==> src/inc/cie_map.svh <==
// Offsets, field positions and widths of the completion path
// Function
// - Split mode: deactivate write deactivates given identifier
// - Identifier bits 23:0, 16 or 24 implemented
// - Mode 0: deactivate write ignored, optional error
// - Early deactivate: distributor deactivates, priority stays
// - Mode 0: completion drops priority and deactivates
// - Mode 1: completion only drops; software deactivates
// - Mode bit chosen by level and security
// - Completion carries last valid acknowledged identifier
// - Completion with special identifier is ignored
// - Group 0 completes through group-0 register
// - Group 1 completes through group-1 register
// - Unprivileged level writes are undefined
// - Interface disabled: trap to current level, 0x18
// - Deactivate or common trap sends deactivate hypervisor-ward
// - Group-0 trap-all sends group-0 completion hypervisor-ward
// - Group-1 trap-all sends group-1 completion hypervisor-ward
// - Override routing bits redirect to virtual register
// - Monitor fast routing traps group-0 completion upward
// - Both monitor routing bits trap deactivate upward
`ifndef CIE_MAP_SVH
`define CIE_MAP_SVH

// ============================================================
// Register word layout
`define CIE_DATA_W 64
`define CIE_ID_W 24
`define CIE_ID16_MSB 15
`define CIE_SPECIAL_LO 24'h0003fc
`define CIE_SPECIAL_HI 24'h0003ff
`define CIE_TRAP_CLASS 6'h18
// 1 puts halted-debug undefined ahead of the enable, hypervisor and override checks
`define CIE_TOP_TRAP_PRIO_SDD 1'b0

// ============================================================
// Host command port offsets and fields
`define CIE_ADDR_W 4
`define CIE_HOST_CMD 4'h0
`define CIE_HOST_ID 4'h1
`define CIE_HOST_CTX 4'h2
`define CIE_HOST_ACK 4'h3
`define CIE_HOST_STAT 4'h4
`define CIE_CMD_DEACT_BIT 0
`define CIE_CMD_GROUP_BIT 1
`define CIE_CTX_SEC_BIT 2
`define CIE_CTX_HALT_BIT 3
`define CIE_STAT_BUSY_BIT 8
`define CIE_STAT_ACKV_BIT 9

`endif

==> src/inc/cie_pkg.sv <==
// Types shared by both ends of the completion path
`include "cie_map.svh"
package cie_pkg;
  // ============================================================
  // Which write-only register a request targets
  typedef enum logic [1:0] {
    CIE_REG_DEACT = 2'h0,
    CIE_REG_EOI0 = 2'h1,
    CIE_REG_EOI1 = 2'h2
  } cie_reg_t;

  // How the device disposed of a request
  typedef enum logic [2:0] {
    CIE_OUT_PHYS = 3'h0,
    CIE_OUT_VIRT = 3'h1,
    CIE_OUT_TRAP = 3'h2,
    CIE_OUT_UNDEF = 3'h3,
    CIE_OUT_IGNORED = 3'h4
  } cie_outcome_t;

  // Host sequencer states, Gray along idle, request, wait
  typedef enum logic [1:0] {
    CIE_H_IDLE = 2'h0,
    CIE_H_REQ = 2'h1,
    CIE_H_WAIT = 2'h3
  } cie_hstate_t;
endpackage

==> src/inc/cie_if.sv <==
// Link between the processing element and the completion device
interface cie_if;
  // Request from the processing element
  logic req_valid;
  cie_pkg::cie_reg_t req_reg;
  logic [`CIE_DATA_W-1:0] req_data;
  logic [1:0] req_el;
  logic req_secure;
  logic req_halted;
  // Answer from the device
  logic resp_valid;
  cie_pkg::cie_outcome_t resp_outcome;
  logic [1:0] resp_el;

  modport dev (
    input req_valid, req_reg, req_data, req_el, req_secure, req_halted,
    output resp_valid, resp_outcome, resp_el
  );
  modport host (
    output req_valid, req_reg, req_data, req_el, req_secure, req_halted,
    input resp_valid, resp_outcome, resp_el
  );
endinterface

==> src/cie_device.sv <==
// Device end: end-of-interrupt and deactivate completion logic
//
// The implementer's own choices: the address map and the strobed register port.
module cie_device (
  // Clock and reset
  input wire logic clk_i,
  input wire logic rst_b_i,
  // Link to the processing element
  cie_if.dev lnk,
  // Platform presence
  input wire logic top_present_i,
  input wire logic hyp_enabled_i,
  input wire logic id24_i,
  input wire logic sei_supported_i,
  // Interface enables, bit n for level n+1
  input wire logic [2:0] sre_i,
  // Completion mode bits
  input wire logic completion_mode_bit_i,
  input wire logic completion_mode_top_i,
  input wire logic completion_mode_secure_low_i,
  input wire logic completion_mode_nonsecure_low_i,
  // Hypervisor trap and override controls
  input wire logic deactivate_trap_i,
  input wire logic common_trap_i,
  input wire logic trap_all_group0_i,
  input wire logic trap_all_group1_i,
  input wire logic fast_irq_override_i,
  input wire logic normal_irq_override_i,
  // Secure monitor routing and debug
  input wire logic mon_fiq_route_i,
  input wire logic mon_irq_route_i,
  input wire logic secure_debug_disable_i,
  // Priority drop command
  output logic drop_valid_o,
  output logic [`CIE_ID_W-1:0] drop_id_o,
  output logic drop_group1_o,
  // Distributor deactivate command
  output logic deact_valid_o,
  output logic [`CIE_ID_W-1:0] deact_id_o,
  // Virtual register write
  output logic virt_valid_o,
  output cie_pkg::cie_reg_t virt_reg_o,
  output logic [`CIE_DATA_W-1:0] virt_data_o,
  // Exceptions and system error
  output logic trap_valid_o,
  output logic [1:0] trap_el_o,
  output logic [5:0] trap_class_o,
  output logic undef_valid_o,
  output logic sei_valid_o
);
  // ============================================================
  // All state of the device end
  typedef struct packed {
    logic resp_valid;
    cie_pkg::cie_outcome_t resp_outcome;
    logic [1:0] resp_el;
    logic drop_valid;
    logic [`CIE_ID_W-1:0] drop_id;
    logic drop_group1;
    logic deact_valid;
    logic [`CIE_ID_W-1:0] deact_id;
    logic virt_valid;
    cie_pkg::cie_reg_t virt_reg;
    logic [`CIE_DATA_W-1:0] virt_data;
    logic trap_valid;
    logic [1:0] trap_el;
    logic undef_valid;
    logic sei_valid;
  } cie_dev_state_t;

  cie_dev_state_t st_q; // Registered state
  cie_dev_state_t st_d; // Next state

  // ============================================================
  // Access verdict
  cie_pkg::cie_outcome_t chk_outcome; // Outcome from the level checks
  logic [1:0] chk_el; // Level an exception goes to

  cie_access_check u_check (
    .reg_i(lnk.req_reg),
    .el_i(lnk.req_el),
    .halted_i(lnk.req_halted),
    .top_present_i(top_present_i),
    .hyp_enabled_i(hyp_enabled_i),
    .sre_i(sre_i),
    .sdd_i(secure_debug_disable_i),
    .deact_trap_i(deactivate_trap_i),
    .common_trap_i(common_trap_i),
    .trap_all0_i(trap_all_group0_i),
    .trap_all1_i(trap_all_group1_i),
    .fiq_ovr_i(fast_irq_override_i),
    .irq_ovr_i(normal_irq_override_i),
    .mon_fiq_i(mon_fiq_route_i),
    .mon_irq_i(mon_irq_route_i),
    .outcome_o(chk_outcome),
    .el_o(chk_el)
  );

  // ============================================================
  // Identifier decode
  logic [`CIE_ID_W-1:0] req_id; // Identifier with unimplemented bits cleared
  logic id_special; // Identifier falls in the reserved special range
  logic mode_split; // Selected completion mode, 1 splits drop from deactivate

  // Narrow parts ignore bits 23:16 and all of 63:24
  always_comb begin
    req_id = lnk.req_data[`CIE_ID_W-1:0];
    if (!id24_i) begin
      req_id[`CIE_ID_W-1:`CIE_ID16_MSB+1] = '0;
    end
  end

  assign id_special = (req_id >= `CIE_SPECIAL_LO) && (req_id <= `CIE_SPECIAL_HI);

  // Mode bit selection by level and security state
  always_comb begin
    if (!top_present_i) begin
      mode_split = completion_mode_bit_i;
    end else if (lnk.req_el == 2'h3) begin
      mode_split = completion_mode_top_i;
    end else if (lnk.req_secure) begin
      mode_split = completion_mode_secure_low_i;
    end else begin
      mode_split = completion_mode_nonsecure_low_i;
    end
  end

  // ============================================================
  // Next state: one answer and at most a drop plus a deactivate per accepted write, all pulses one cycle
  always_comb begin
    st_d = st_q;
    st_d.resp_valid = 1'b0;
    st_d.drop_valid = 1'b0;
    st_d.deact_valid = 1'b0;
    st_d.virt_valid = 1'b0;
    st_d.trap_valid = 1'b0;
    st_d.undef_valid = 1'b0;
    st_d.sei_valid = 1'b0;
    if (lnk.req_valid) begin
      // Every write is answered exactly once
      st_d.resp_valid = 1'b1;
      st_d.resp_outcome = chk_outcome;
      st_d.resp_el = chk_el;
      unique case (chk_outcome)
        cie_pkg::CIE_OUT_TRAP: begin
          st_d.trap_valid = 1'b1;
          st_d.trap_el = chk_el;
        end
        cie_pkg::CIE_OUT_UNDEF: begin
          st_d.undef_valid = 1'b1;
        end
        cie_pkg::CIE_OUT_VIRT: begin
          // Virtual copy sees the raw word; its own logic decodes it
          st_d.virt_valid = 1'b1;
          st_d.virt_reg = lnk.req_reg;
          st_d.virt_data = lnk.req_data;
        end
        default: begin
          if (lnk.req_reg == cie_pkg::CIE_REG_DEACT) begin
            if (mode_split) begin
              // No priority drop here, so an early write leaves it set
              st_d.deact_valid = 1'b1;
              st_d.deact_id = req_id;
            end else begin
              st_d.resp_outcome = cie_pkg::CIE_OUT_IGNORED;
              st_d.sei_valid = sei_supported_i;
            end
          end else if (id_special) begin
            st_d.resp_outcome = cie_pkg::CIE_OUT_IGNORED;
          end else begin
            st_d.drop_valid = 1'b1;
            st_d.drop_id = req_id;
            st_d.drop_group1 = (lnk.req_reg == cie_pkg::CIE_REG_EOI1);
            if (!mode_split) begin
              st_d.deact_valid = 1'b1;
              st_d.deact_id = req_id;
            end
          end
        end
      endcase
    end
  end

  // ============================================================
  // State register
  always_ff @(posedge clk_i or negedge rst_b_i) begin
    if (!rst_b_i) begin
      st_q <= '0;
    end else begin
      st_q <= st_d;
    end
  end

  // ============================================================
  // Outputs, all from flip-flops except the constant trap class
  assign lnk.resp_valid = st_q.resp_valid;
  assign lnk.resp_outcome = st_q.resp_outcome;
  assign lnk.resp_el = st_q.resp_el;
  assign drop_valid_o = st_q.drop_valid;
  assign drop_id_o = st_q.drop_id;
  assign drop_group1_o = st_q.drop_group1;
  assign deact_valid_o = st_q.deact_valid;
  assign deact_id_o = st_q.deact_id;
  assign virt_valid_o = st_q.virt_valid;
  assign virt_reg_o = st_q.virt_reg;
  assign virt_data_o = st_q.virt_data;
  assign trap_valid_o = st_q.trap_valid;
  assign trap_el_o = st_q.trap_el;
  // Syndrome class is the same for every trap of this path
  assign trap_class_o = `CIE_TRAP_CLASS;
  assign undef_valid_o = st_q.undef_valid;
  assign sei_valid_o = st_q.sei_valid;
endmodule // cie_device

==> src/cie_access_check.sv <==
// Exception-level access checks for the three write-only registers
module cie_access_check (
  // Request context
  input wire cie_pkg::cie_reg_t reg_i,
  input wire logic [1:0] el_i,
  input wire logic halted_i,
  // Platform configuration
  input wire logic top_present_i,
  input wire logic hyp_enabled_i,
  input wire logic [2:0] sre_i,
  input wire logic sdd_i,
  input wire logic deact_trap_i,
  input wire logic common_trap_i,
  input wire logic trap_all0_i,
  input wire logic trap_all1_i,
  input wire logic fiq_ovr_i,
  input wire logic irq_ovr_i,
  input wire logic mon_fiq_i,
  input wire logic mon_irq_i,
  // Verdict
  output cie_pkg::cie_outcome_t outcome_o,
  output logic [1:0] el_o
);
  // ============================================================
  // Per-register selection of trap, override and routing terms
  logic hyp_trap;
  logic ovr;
  logic route;
  logic sdd_undef;

  // Terms depend on the register written
  always_comb begin
    unique case (reg_i)
      cie_pkg::CIE_REG_EOI0: begin
        hyp_trap = trap_all0_i;
        ovr = fiq_ovr_i;
        route = mon_fiq_i;
      end
      cie_pkg::CIE_REG_EOI1: begin
        hyp_trap = trap_all1_i;
        ovr = irq_ovr_i;
        route = mon_irq_i;
      end
      default: begin
        hyp_trap = deact_trap_i | common_trap_i;
        ovr = fiq_ovr_i | irq_ovr_i;
        route = mon_fiq_i & mon_irq_i;
      end
    endcase
  end

  // Halted debug with secure debug off makes the upward trap undefined
  assign sdd_undef = halted_i & top_present_i & sdd_i;

  // ============================================================
  // Priority chain, first match wins
  always_comb begin
    outcome_o = cie_pkg::CIE_OUT_PHYS;
    el_o = el_i;
    unique case (el_i)
      2'h0: begin
        outcome_o = cie_pkg::CIE_OUT_UNDEF;
      end
      2'h1, 2'h2: begin
        if (sdd_undef && `CIE_TOP_TRAP_PRIO_SDD && route) begin
          outcome_o = cie_pkg::CIE_OUT_UNDEF;
        end else if (!sre_i[el_i-2'h1]) begin
          outcome_o = cie_pkg::CIE_OUT_TRAP;
        end else if (el_i == 2'h1 && hyp_enabled_i && hyp_trap) begin
          outcome_o = cie_pkg::CIE_OUT_TRAP;
          el_o = 2'h2;
        end else if (el_i == 2'h1 && hyp_enabled_i && ovr) begin
          outcome_o = cie_pkg::CIE_OUT_VIRT;
        end else if (top_present_i && route) begin
          // Halted debug with secure debug disabled cannot trap into the monitor
          outcome_o = sdd_undef ? cie_pkg::CIE_OUT_UNDEF
                                : cie_pkg::CIE_OUT_TRAP;
          el_o = 2'h3;
        end
      end
      default: begin
        if (!sre_i[2]) begin
          outcome_o = cie_pkg::CIE_OUT_TRAP;
        end
      end
    endcase
  end
endmodule // cie_access_check

==> src/flat_wrapper.sv <==
// flat-port wrapper written by rule: the top's interface ports become plain ports
module cie_device_flat 
  (clk_i, rst_b_i, top_present_i, hyp_enabled_i, id24_i, sei_supported_i, sre_i, completion_mode_bit_i, completion_mode_top_i, completion_mode_secure_low_i, completion_mode_nonsecure_low_i, deactivate_trap_i, common_trap_i, trap_all_group0_i, trap_all_group1_i, fast_irq_override_i, normal_irq_override_i, mon_fiq_route_i, mon_irq_route_i, secure_debug_disable_i, drop_valid_o, drop_id_o, drop_group1_o, deact_valid_o, deact_id_o, virt_valid_o, virt_reg_o, virt_data_o, trap_valid_o, trap_el_o, trap_class_o, undef_valid_o, sei_valid_o, lnk_req_valid, lnk_req_reg, lnk_req_data, lnk_req_el, lnk_req_secure, lnk_req_halted, lnk_resp_valid, lnk_resp_outcome, lnk_resp_el);
  cie_if lnk_i ();
  input wire logic clk_i;
  input wire logic rst_b_i;
  input wire logic top_present_i;
  input wire logic hyp_enabled_i;
  input wire logic id24_i;
  input wire logic sei_supported_i;
  input wire logic [2:0] sre_i;
  input wire logic completion_mode_bit_i;
  input wire logic completion_mode_top_i;
  input wire logic completion_mode_secure_low_i;
  input wire logic completion_mode_nonsecure_low_i;
  input wire logic deactivate_trap_i;
  input wire logic common_trap_i;
  input wire logic trap_all_group0_i;
  input wire logic trap_all_group1_i;
  input wire logic fast_irq_override_i;
  input wire logic normal_irq_override_i;
  input wire logic mon_fiq_route_i;
  input wire logic mon_irq_route_i;
  input wire logic secure_debug_disable_i;
  output logic drop_valid_o;
  output logic [`CIE_ID_W-1:0] drop_id_o;
  output logic drop_group1_o;
  output logic deact_valid_o;
  output logic [`CIE_ID_W-1:0] deact_id_o;
  output logic virt_valid_o;
  output cie_pkg::cie_reg_t virt_reg_o;
  output logic [`CIE_DATA_W-1:0] virt_data_o;
  output logic trap_valid_o;
  output logic [1:0] trap_el_o;
  output logic [5:0] trap_class_o;
  output logic undef_valid_o;
  output logic sei_valid_o;
  input wire logic [$bits(lnk_i.req_valid)-1:0] lnk_req_valid;
  input wire logic [$bits(lnk_i.req_reg)-1:0] lnk_req_reg;
  input wire logic [$bits(lnk_i.req_data)-1:0] lnk_req_data;
  input wire logic [$bits(lnk_i.req_el)-1:0] lnk_req_el;
  input wire logic [$bits(lnk_i.req_secure)-1:0] lnk_req_secure;
  input wire logic [$bits(lnk_i.req_halted)-1:0] lnk_req_halted;
  output wire logic [$bits(lnk_i.resp_valid)-1:0] lnk_resp_valid;
  output wire logic [$bits(lnk_i.resp_outcome)-1:0] lnk_resp_outcome;
  output wire logic [$bits(lnk_i.resp_el)-1:0] lnk_resp_el;
  assign lnk_i.req_valid = lnk_req_valid;
  assign lnk_i.req_reg = lnk_req_reg;
  assign lnk_i.req_data = lnk_req_data;
  assign lnk_i.req_el = lnk_req_el;
  assign lnk_i.req_secure = lnk_req_secure;
  assign lnk_i.req_halted = lnk_req_halted;
  assign lnk_resp_valid = lnk_i.resp_valid;
  assign lnk_resp_outcome = lnk_i.resp_outcome;
  assign lnk_resp_el = lnk_i.resp_el;
  cie_device u_core (.clk_i(clk_i), .rst_b_i(rst_b_i), .lnk(lnk_i), .top_present_i(top_present_i), .hyp_enabled_i(hyp_enabled_i), .id24_i(id24_i), .sei_supported_i(sei_supported_i), .sre_i(sre_i), .completion_mode_bit_i(completion_mode_bit_i), .completion_mode_top_i(completion_mode_top_i), .completion_mode_secure_low_i(completion_mode_secure_low_i), .completion_mode_nonsecure_low_i(completion_mode_nonsecure_low_i), .deactivate_trap_i(deactivate_trap_i), .common_trap_i(common_trap_i), .trap_all_group0_i(trap_all_group0_i), .trap_all_group1_i(trap_all_group1_i), .fast_irq_override_i(fast_irq_override_i), .normal_irq_override_i(normal_irq_override_i), .mon_fiq_route_i(mon_fiq_route_i), .mon_irq_route_i(mon_irq_route_i), .secure_debug_disable_i(secure_debug_disable_i), .drop_valid_o(drop_valid_o), .drop_id_o(drop_id_o), .drop_group1_o(drop_group1_o), .deact_valid_o(deact_valid_o), .deact_id_o(deact_id_o), .virt_valid_o(virt_valid_o), .virt_reg_o(virt_reg_o), .virt_data_o(virt_data_o), .trap_valid_o(trap_valid_o), .trap_el_o(trap_el_o), .trap_class_o(trap_class_o), .undef_valid_o(undef_valid_o), .sei_valid_o(sei_valid_o));
endmodule
==> config.mk <==
export PLATFORM = sky130hd
export DESIGN_NAME = cie_device_flat
export DESIGN_NICKNAME = d
export VERILOG_FILES = /design/src/inc/cie_pkg.sv /design/src/inc/cie_if.sv /design/src/cie_device.sv /design/src/cie_access_check.sv /design/src/flat_wrapper.sv
export VERILOG_INCLUDE_DIRS = /design/src /design/src/inc
export SDC_FILE = /design/constraint.sdc
export NUM_CORES = 1
export LEC_CHECK = 0
export ABC_AREA = 1
export BUFFER_PORTS_ARGS = -buffer_cell sky130_fd_sc_hd__buf_2
export CAP_MARGIN = 10
export CORE_ASPECT_RATIO = 2
export CORE_MARGIN = 10
export CORE_UTILIZATION = 48
export CTS_CLUSTER_SIZE = 12
export DETAILED_ROUTE_END_ITERATION = 10
export PLACE_DENSITY_LB_ADDON = 0.08
export SLEW_MARGIN = 30
export SYNTH_ARGS = -nofsm -noshare
export SYNTH_HDL_FRONTEND = slang
export SYNTH_SLANG_ARGS = --single-unit
export TNS_END_PERCENT = 30
==> constraint.sdc <==
create_clock -name clk_i -period 0.83 [get_ports clk_i]
set_input_delay 0.083 -clock clk_i [delete_from_list [all_inputs] [get_ports clk_i]]
set_output_delay 0.083 -clock clk_i [all_outputs]
set_load 0.05 [all_outputs]
==> results of run 1 <==
==> per-layer routing <==
metal | track usage [%] | part of all wire (%) | up-vias
met2 | 51.0 | 54 | 412
met5 | 0 | 0 | -
met4 | 14.9 | 5.6 | 0
li1 | - | - | 2803
met3 | 6.43 | 8.3 | 108
met1 | 28.2 | 32 | 3126
==> sequential cells by signal (all words and copies together), names as in the netlist <==
signal / cells
u_core.drop_valid_o: 1
u_core.sei_valid_o: 1
u_core.virt_reg_o: 2
u_core.trap_valid_o: 1
u_core.lnk.resp_outcome: 3
u_core.undef_valid_o: 1
u_core.trap_el_o: 2
u_core.virt_valid_o: 1
u_core.lnk.resp_valid: 1
u_core.deact_valid_o: 1
u_core.drop_id_o: 24
u_core.lnk.resp_el: 2
u_core.virt_data_o: 64
u_core.drop_group1_o: 1
u_core.deact_id_o: 24
==> power by group through the flow <==
stage	combinational (W)	clock [W]	sequential, W
3_5_place_dp	0.0115	0	0.00905
2_1_floorplan	0.00200	0	0.0151
3_3_place_gp	0.0113	0	0.00901
4_1_cts	0.0133	0.00798	0.00924
5_1_grt	0.0153	0.00828	0.00976
6_report	0.0147	0.00797	0.00964
==> path summary, 6_finish.rpt <==
kind / slack (ps) / start / end
min in group asynchronous: 90 / rst_b_i / u_core.virt_data_o[47]
hold / removal: 20 / lnk_req_data[14] / u_core.virt_data_o[14]
max in group asynchronous: 210 / rst_b_i / u_core.virt_reg_o[0]
setup reg to reg: 90 / u_core.virt_data_o[28] / u_core.virt_data_o[28]
setup / recovery: -680 / lnk_req_reg[0] / u_core.virt_data_o[28]
hold reg to reg: 500 / u_core.deact_id_o[17] / u_core.deact_id_o[17]
==> worst max-delay path: cells and delay by family <==
kind            cells  cell delay [ps]
simple gates        9              800
buf+inv             5              490
fa+ha+maj           1              290
compound gates      1              130
==> layout by cell type (no fill, tap or decap), drive strengths merged <==
cell and instances:
conb 6, a21oi 4, buf 305, nor2 21, dlygate4sd3 63, bufinv 4, nand3 11, inv 35
diode 2, a21boi 1, clkbuf 22, dfrtp 129, nand4 50, bufbuf 1, nand2 354, nor3 1
o211ai 1, o21ai 11, clkinv 9, ha 6
==> stage by stage <==
stage | area (um2) | setup slack [ps]
5_1_grt | 10100 | -757
3_3_place_gp | 7300 | -1070
6_report | 10100 | -675
3_5_place_dp | 7300 | -1170
4_1_cts | 9540 | -550
2_1_floorplan | 5660 | -761
==> layout make-up <==
cell class                 instances  area [um2]
fill                             486        1240
antenna                            2        5.00
clock inverter                    13         184
tap                              142         178
inverter                          35         156
timing repair buffer             372        3700
sequential                       129        3230
multi-input combinational        466        2220
clock buffer                      19         443
==> cell families after synthesis <==
family	count (synthesis)	synth area share (%)
simple gates	437	32.3
flops	129	58.0
buf+inv	74	6.34
compound gates	17	1.89
fa+ha+maj	6	1.35
other cells	2	0.135
==> timing repair <==
item / in CTS / in global routing
endpoints found under the hold margin: 196 / 0
buffers inserted: 11 / 1
hold buffers: 63 / 0
resized for setup: 200 / 211
cloned: 10 / 4
pin swaps: 23 / 10
setup endpoints to repair: 257 / 257
==> results.rst, run 1 <==
.. list-table::
   :header-rows: 1

   * - Metric
     - Value
   * - Outcome
     - finished with violations
   * - Failing checks
     - negative setup slack
   * - Final critical-path required period
     - 1510 ps
   * - Total number of vias
     - 6449
   * - Synth Register Bits
     - 129
   * - Total half-perimeter wirelength after legalization and detailed placement
     - 13500 um
   * - GRT Total Usage
     - 28.1%
   * - Post-detailed-route count of antenna-violating nets
     - 0
   * - Area growth, synth to finish
     - 81.7%
   * - Count of placed standard cells including taps
     - 1055
   * - Setup CP Type
     - primary input to register
   * - VDD IR max
     - 0.00242 V
   * - Max Transition Viols Final
     - 0
   * - Total of buffers placed on input and output ports
     - 221
   * - Final wirelength
     - 26000 um
   * - Leakage
     - 5.48 nW
   * - Internal power component
     - 0.0182 W
   * - Max Clk Rate
     - 664 MHz
   * - Hold depth
     - 4
   * - Sinks on Clock Net
     - 129
   * - Area contributors post-synth
     - dfrtp_1, nand2_1, nand4_1, inv_1, buf_4
   * - Data required time at the worst endpoint
     - 1130 ps
   * - Switching share of power
     - 43.6%
   * - Wire length per cell
     - 22.1 um
   * - Number of standard cells in the layout, taps in and fillers out
     - 1178
   * - Maximum capacitance violations
     - 0
   * - Area of the mapped netlist
     - 5570 um2
   * - Total chip power
     - 0.0323 W
   * - Max Fanout on Critical Path
     - 18
   * - Count of mapped cells out of synthesis
     - 665
   * - Data arrival, critical path
     - 1800 ps
   * - Vias per std cell
     - 5.47
   * - Summed negative setup slack over all endpoints
     - -103620 ps
   * - CP max-delay cell
     - ha_4
   * - Part of the total power dissipated in sequential elements
     - 29.8%
   * - Core outline area
     - 11400 um2
   * - Dominant register cell in the synthesized netlist
     - dfrtp_1
   * - Worst path setup slack after routing
     - -675 ps
   * - Horizontal extent of the die
     - 96.2 um
   * - EDFF count, synth
     - 0
   * - Number of unique standard cell types used by synthesis
     - 23
   * - Kind of start point of the critical path
     - primary input
   * - Count of yosys warnings during synthesis
     - 0
   * - Worst Hold Margin
     - 23.8 ps
   * - Final critical-path share of the clock period
     - 181%
   * - Nets@finish
     - 1120
   * - Number of DRC markers after the initial detailed-route iteration
     - 562
   * - Maximum level of the CTS H-tree
     - 4
   * - Maximum cell stage delay along the critical path
     - 290 ps
   * - Number of top-level pins
     - 228
   * - Most frequent CP cell
     - nand2_1
   * - Fraction of registers with async set/reset
     - 100%
   * - Largest net degree at the start of global routing
     - 49
   * - Root buffer cell
     - clkbuf_16
   * - Remaining global-route overflow
     - 0
   * - Setup violators final
     - 257
   * - Final hold violation count
     - 0
   * - Reg2Reg Depth
     - 2
   * - Total power density per cell area
     - 3200 nW/um2
   * - Starting density of the core
     - 49.0%
   * - Vias in the first global route
     - 6760
   * - Final weighted congestion in routability-driven placement
     - 0.853
   * - Crit-path cells
     - buf_12 > inv_12 > ha_4 > inv_4 > a21oi_2 > nand3_1 > nand2_1 > nand2_1 > nand2_2 > nand2_4 > nor2_4 > nand2_4 > buf_8 > buf_16 > nand2_1 > nand2_1
   * - Area leader, netlist
     - dfrtp_1
   * - Die Height
     - 172 um
   * - Share of total power in combinational logic
     - 45.6%
   * - Synth top cells by count
     - nand2_1, dfrtp_1, nand4_1
   * - Drt drc
     - 0
   * - Share of the synthesized area in the top cell type
     - 58.0%
   * - Maximum root-to-sink buffer count
     - 2
   * - Power share of the clock group
     - 24.6%
   * - Class of the most critical hold timing path
     - primary input to register
   * - Clock slew at the register clock pins of the worst setup and hold paths
     - 60 ps
   * - Average cell area after synthesis
     - 8.37 um2
   * - Worst clock skew
     - 0 ps
   * - Post-synthesis sequential area ratio
     - 58.0%
   * - Standard-cell rows
     - 55
   * - Setup repair after global routing missed its margin
     - yes
   * - Net switching component of the power
     - 0.0141 W
   * - Floorplan die area
     - 16600 um2
   * - Clock insertion delay at the later pin of the skew report
     - 410 ps
   * - Num CTS Buffers
     - 17
   * - Number of antenna violations at the first check in global routing
     - 1
   * - Global-route wire length before repair
     - 35500 um
   * - TritonCTS clock tree
     - built
   * - Number of search-and-repair iterations in the first detailed-routing pass
     - 5
   * - Crit. End Element
     - register
   * - Ratio of cells with drive above 1 in the final layout
     - 38.6%
   * - Cell with the most instances after synthesis
     - nand2_1
   * - End-of-flow core utilization
     - 89.1%
No activity file was read; power rests on OpenSTA's default activity.
==> run 2, diff against run 1 <==
ABC_AREA = unset   (was 1)
==> run 2 against run 1 <==
Against the previous run:
- the run still ends with negative setup slack left
- non-clock buffer count fell by 28
- power rose by 1.0%
- design area fell by 6.9%
- first-iteration DRC count fell by 61%
- flip-flop and latch count did not move
- register-to-register slack got worse by 160 ps
- critical path type unchanged
==> results.rst, run 2 <==
.. list-table::
   :header-rows: 1

   * - Metric
     - Value
   * - Count of placed standard cells including taps
     - 752 (-29%)
   * - Data arrival, critical path
     - 2460 ps (+660 ps)
   * - Flip-flop count of the largest register after layout
     - 64 (unchanged)
   * - GRT Total Usage
     - 23.1% (-4.9 points)
   * - Setup violators final
     - 257 (unchanged)
   * - Total chip power
     - 0.0327 W (+1.0%)
   * - Global-route wire length before repair
     - 28200 um (-21%)
   * - Clock insertion delay at the later pin of the skew report
     - 410 ps (about the same)
   * - Fraction of registers with async set/reset
     - 100% (unchanged)
   * - Maximum cell stage delay along the critical path
     - 530 ps (+240 ps)
   * - Standard-cell rows
     - 54 (-1.8%)
   * - Post-Place Setup Slack
     - -1800 ps (-639 ps)
   * - Vias in the first global route
     - 5058 (-25%)
   * - Number of top-level pins
     - 228 (unchanged)
   * - Num CTS Buffers
     - 17 (unchanged)
   * - Leakage
     - 4.59 nW (-16%)
   * - Crit. End Element
     - register
   * - Most common cell after layout, fill and taps aside
     - buf_6
   * - Average cell area after synthesis
     - 15.1 um2 (+81%)
   * - VDD IR max
     - 0.00285 V (+18%)
   * - Synth top cells by count
     - dfrtp_1, mux2_2, mux2_4
   * - Switching share of power
     - 41.3% (-2.3 points)
   * - Internal power component
     - 0.0192 W (+5.1%)
   * - CP max-delay cell
     - or4b_4
   * - Vias per std cell
     - 5.07 (-7.5%)
   * - Area growth, synth to finish
     - 76.7%
   * - Core outline area
     - 10900 um2 (-4.2%)
   * - Data required time at the worst endpoint
     - 1120 ps (about the same)
   * - Final hold violation count
     - 0 (unchanged)
   * - Remaining global-route overflow
     - 0 (unchanged)
   * - Maximum capacitance violations
     - 0 (unchanged)
   * - Post-synthesis sequential area ratio
     - 60.5% (+2.6 points)
   * - Failing checks
     - negative setup slack
   * - Setup CP Type
     - primary input to register
   * - TritonCTS clock tree
     - built
   * - Kind of start point of the critical path
     - primary input
   * - Root buffer cell
     - clkbuf_16
   * - Maximum root-to-sink buffer count
     - 2 (unchanged)
   * - Crit-path cells
     - buf_6 > or4b_4 > or4b_4 > a2111oi_4 > nor2_2 > mux2_4 > and3_4 > buf_16 > mux2_4
   * - Starting density of the core
     - 49.0% (about the same)
   * - Number of antenna violations at the first check in global routing
     - 1 (unchanged)
   * - Final wirelength
     - 18900 um (-28%)
   * - Final critical-path required period
     - 2170 ps (+662 ps)
   * - Setup repair after global routing missed its margin
     - yes
   * - Final weighted congestion in routability-driven placement
     - 0.787 (-7.8%)
   * - Max Clk Rate
     - 461 MHz (-31%)
   * - Count of mapped cells out of synthesis
     - 352 (-47%)
   * - Final critical-path share of the clock period
     - 261% (+80 points)
   * - Worst path setup slack after routing
     - -1340 ps (-662 ps)
   * - Area contributors post-synth
     - dfrtp_1, mux2_2, mux2_4, ha_1, and2_1
   * - Area leader, netlist
     - dfrtp_1
   * - Net switching component of the power
     - 0.0135 W (-4.4%)
   * - EDFF count, synth
     - 0 (unchanged)
   * - Worst Hold Margin
     - 11.1 ps (-12.7 ps)
   * - Power share of the clock group
     - 22.7% (-1.9 points)
   * - Number of standard cells in the layout, taps in and fillers out
     - 850 (-28%)
   * - Max Transition Viols Final
     - 0 (unchanged)
   * - Dominant register cell in the synthesized netlist
     - dfrtp_1
   * - Total power density per cell area
     - 3470 nW/um2 (+8.4%)
   * - Total number of vias
     - 4306 (-33%)
   * - Share of total power in combinational logic
     - 47.3% (+1.7 points)
   * - Nets@finish
     - 798 (-29%)
   * - Sinks on Clock Net
     - 129 (unchanged)
   * - Share of the synthesized area in the top cell type
     - 60.5% (+2.6 points)
   * - Clock slew at the register clock pins of the worst setup and hold paths
     - 50 ps (about the same)
   * - Worst clock skew
     - 0 ps (unchanged)
   * - Number of DRC markers after the initial detailed-route iteration
     - 219 (-61%)
   * - Post-detailed-route count of antenna-violating nets
     - 0 (unchanged)
   * - Part of the total power dissipated in sequential elements
     - 30.0% (+0.2 points)
   * - Ratio of cells with drive above 1 in the final layout
     - 64.7% (+26 points)
   * - Wire length per cell
     - 22.2 um (+0.48%)
   * - Total of buffers placed on input and output ports
     - 221 (unchanged)
   * - Floorplan die area
     - 16000 um2 (-3.6%)
   * - Commonest non-fill, non-tap cells in the layout
     - buf_6, dfrtp_1, buf_2
   * - Maximum level of the CTS H-tree
     - 4 (unchanged)
   * - Outcome
     - finished with violations
   * - Cell with the most instances after synthesis
     - dfrtp_1
   * - Area of the mapped netlist
     - 5330 um2 (-4.2%)
   * - Count of yosys warnings during synthesis
     - 0 (unchanged)
   * - Synth Register Bits
     - 129 (unchanged)
   * - Number of unique standard cell types used by synthesis
     - 41 (+78%)
   * - Max Fanout on Critical Path
     - 8 (-10)
   * - Total half-perimeter wirelength after legalization and detailed placement
     - 12000 um (-11%)
   * - Number of fill cells
     - 510 (+4.9%)
   * - Class of the most critical hold timing path
     - primary input to register
   * - Die Height
     - 169 um (-1.9%)
   * - Number of search-and-repair iterations in the first detailed-routing pass
     - 6 (+1)
   * - Drt drc
     - 0 (unchanged)
   * - Horizontal extent of the die
     - 94.5 um (-1.7%)
   * - Largest net degree at the start of global routing
     - 42 (-14%)
-- run 2: cell count changes in the layout (fill, tap and decap cells not counted), moves of 7 or more --
cell / delta
mux2_2: +73
inv_1: -18
nand2_2: -24
nand2_1: -315
nand4_1: -50
and2_1: +8
buf_12: -7
mux2_4: +46
nor2_1: -10
dlygate4sd3_1: -13
-- run 2: timing repair --
| action | in CTS | in global routing |
|---|---|---|
| gates resized for setup | 306 | 14 |
| endpoints found under the hold margin | 184 | 0 |
| gates cloned | 4 | 3 |
| pin swaps | 3 | 6 |
| setup buffers | 6 | 7 |
| hold buffers | 50 | 0 |
| endpoints found under the setup margin | 257 | 257 |
-- run 2: metrics by stage --
stage | utilization, % | setup TNS [ps] | area, um2
after floorplan | - | -186310 | 5470
after CTS | 85.2 | -175280 | 9270
after global routing | 86.6 | -194810 | 9420
final | 86.6 | -181850 | 9420
after global placement | 64.8 | -202320 | 7050
after detailed placement | 64.8 | -205460 | 7050
-- run 2: critical path, delay by kind of cell --
kind            cells  cell delay [ps]
simple gates        4             1320
mux                 2              560
compound gates      1              240
buf+inv             2              250
-- run 2: layout make-up --
cell class | instances | area [um2] | share of cell area [%]
sequential | 129 | 3230 | 34.3
clock inverter | 6 | 108 | 1.14
clock buffer | 23 | 468 | 4.97
antenna | 1 | 2.50 | 0.0266
inverter | 10 | 42.5 | 0.452
tap | 140 | 175 | 1.86
multi-input combinational | 197 | 2140 | 22.7
timing repair buffer | 344 | 3260 | 34.6
-- run 2: cell families (layout without fill, tap and decap cells) --
logic type / count (synthesis) / count (layout) / synth area share (%)
DFF: 129 / 129 / 60.5
other: 2 / 7 / 0.141
muxes: 122 / 122 / 27.1
AOI/OAI and AO/OA: 24 / 24 / 3.29
and+or+nand+nor: 39 / 39 / 4.15
buffers and inverters: 30 / 383 / 3.36
adders and majority gates: 6 / 6 / 1.41
-- run 2: routing by layer --
metal  GRT usage, %  routed length [um]
met3           7.31                1310
met5              0                   0
met4           9.62                 658
met2           42.4               10600
met1           22.7                6300
-- run 2: power by group through the flow --
stage | clock [W] | sequential (W) | combinational (W)
finish | 0.00743 | 0.00980 | 0.0154
global route | 0.00778 | 0.00997 | 0.0159
CTS | 0.00742 | 0.00965 | 0.0153
detailed placement | 0 | 0.00924 | 0.0124
global placement | 0 | 0.00914 | 0.0123
floorplan | 0 | 0.0159 | 0.00230
-- run 2: final timing paths --
check | startpoint | to | slack, ps | cells after the start
setup / recovery | lnk_req_data[13] | u_core.deact_id_o[4] | -1340 | 9
min in group asynchronous | rst_b_i | u_core.virt_data_o[49] | 100 | 2
hold / removal | lnk_req_data[10] | u_core.deact_id_o[10] | 10 | 3
max in group asynchronous | rst_b_i | u_core.virt_data_o[21] | 240 | 3
setup reg to reg | u_core.virt_data_o[34] | u_core.virt_data_o[34] | -70 | 1
hold reg to reg | u_core.virt_reg_o[1] | u_core.virt_reg_o[1] | 520 | 2
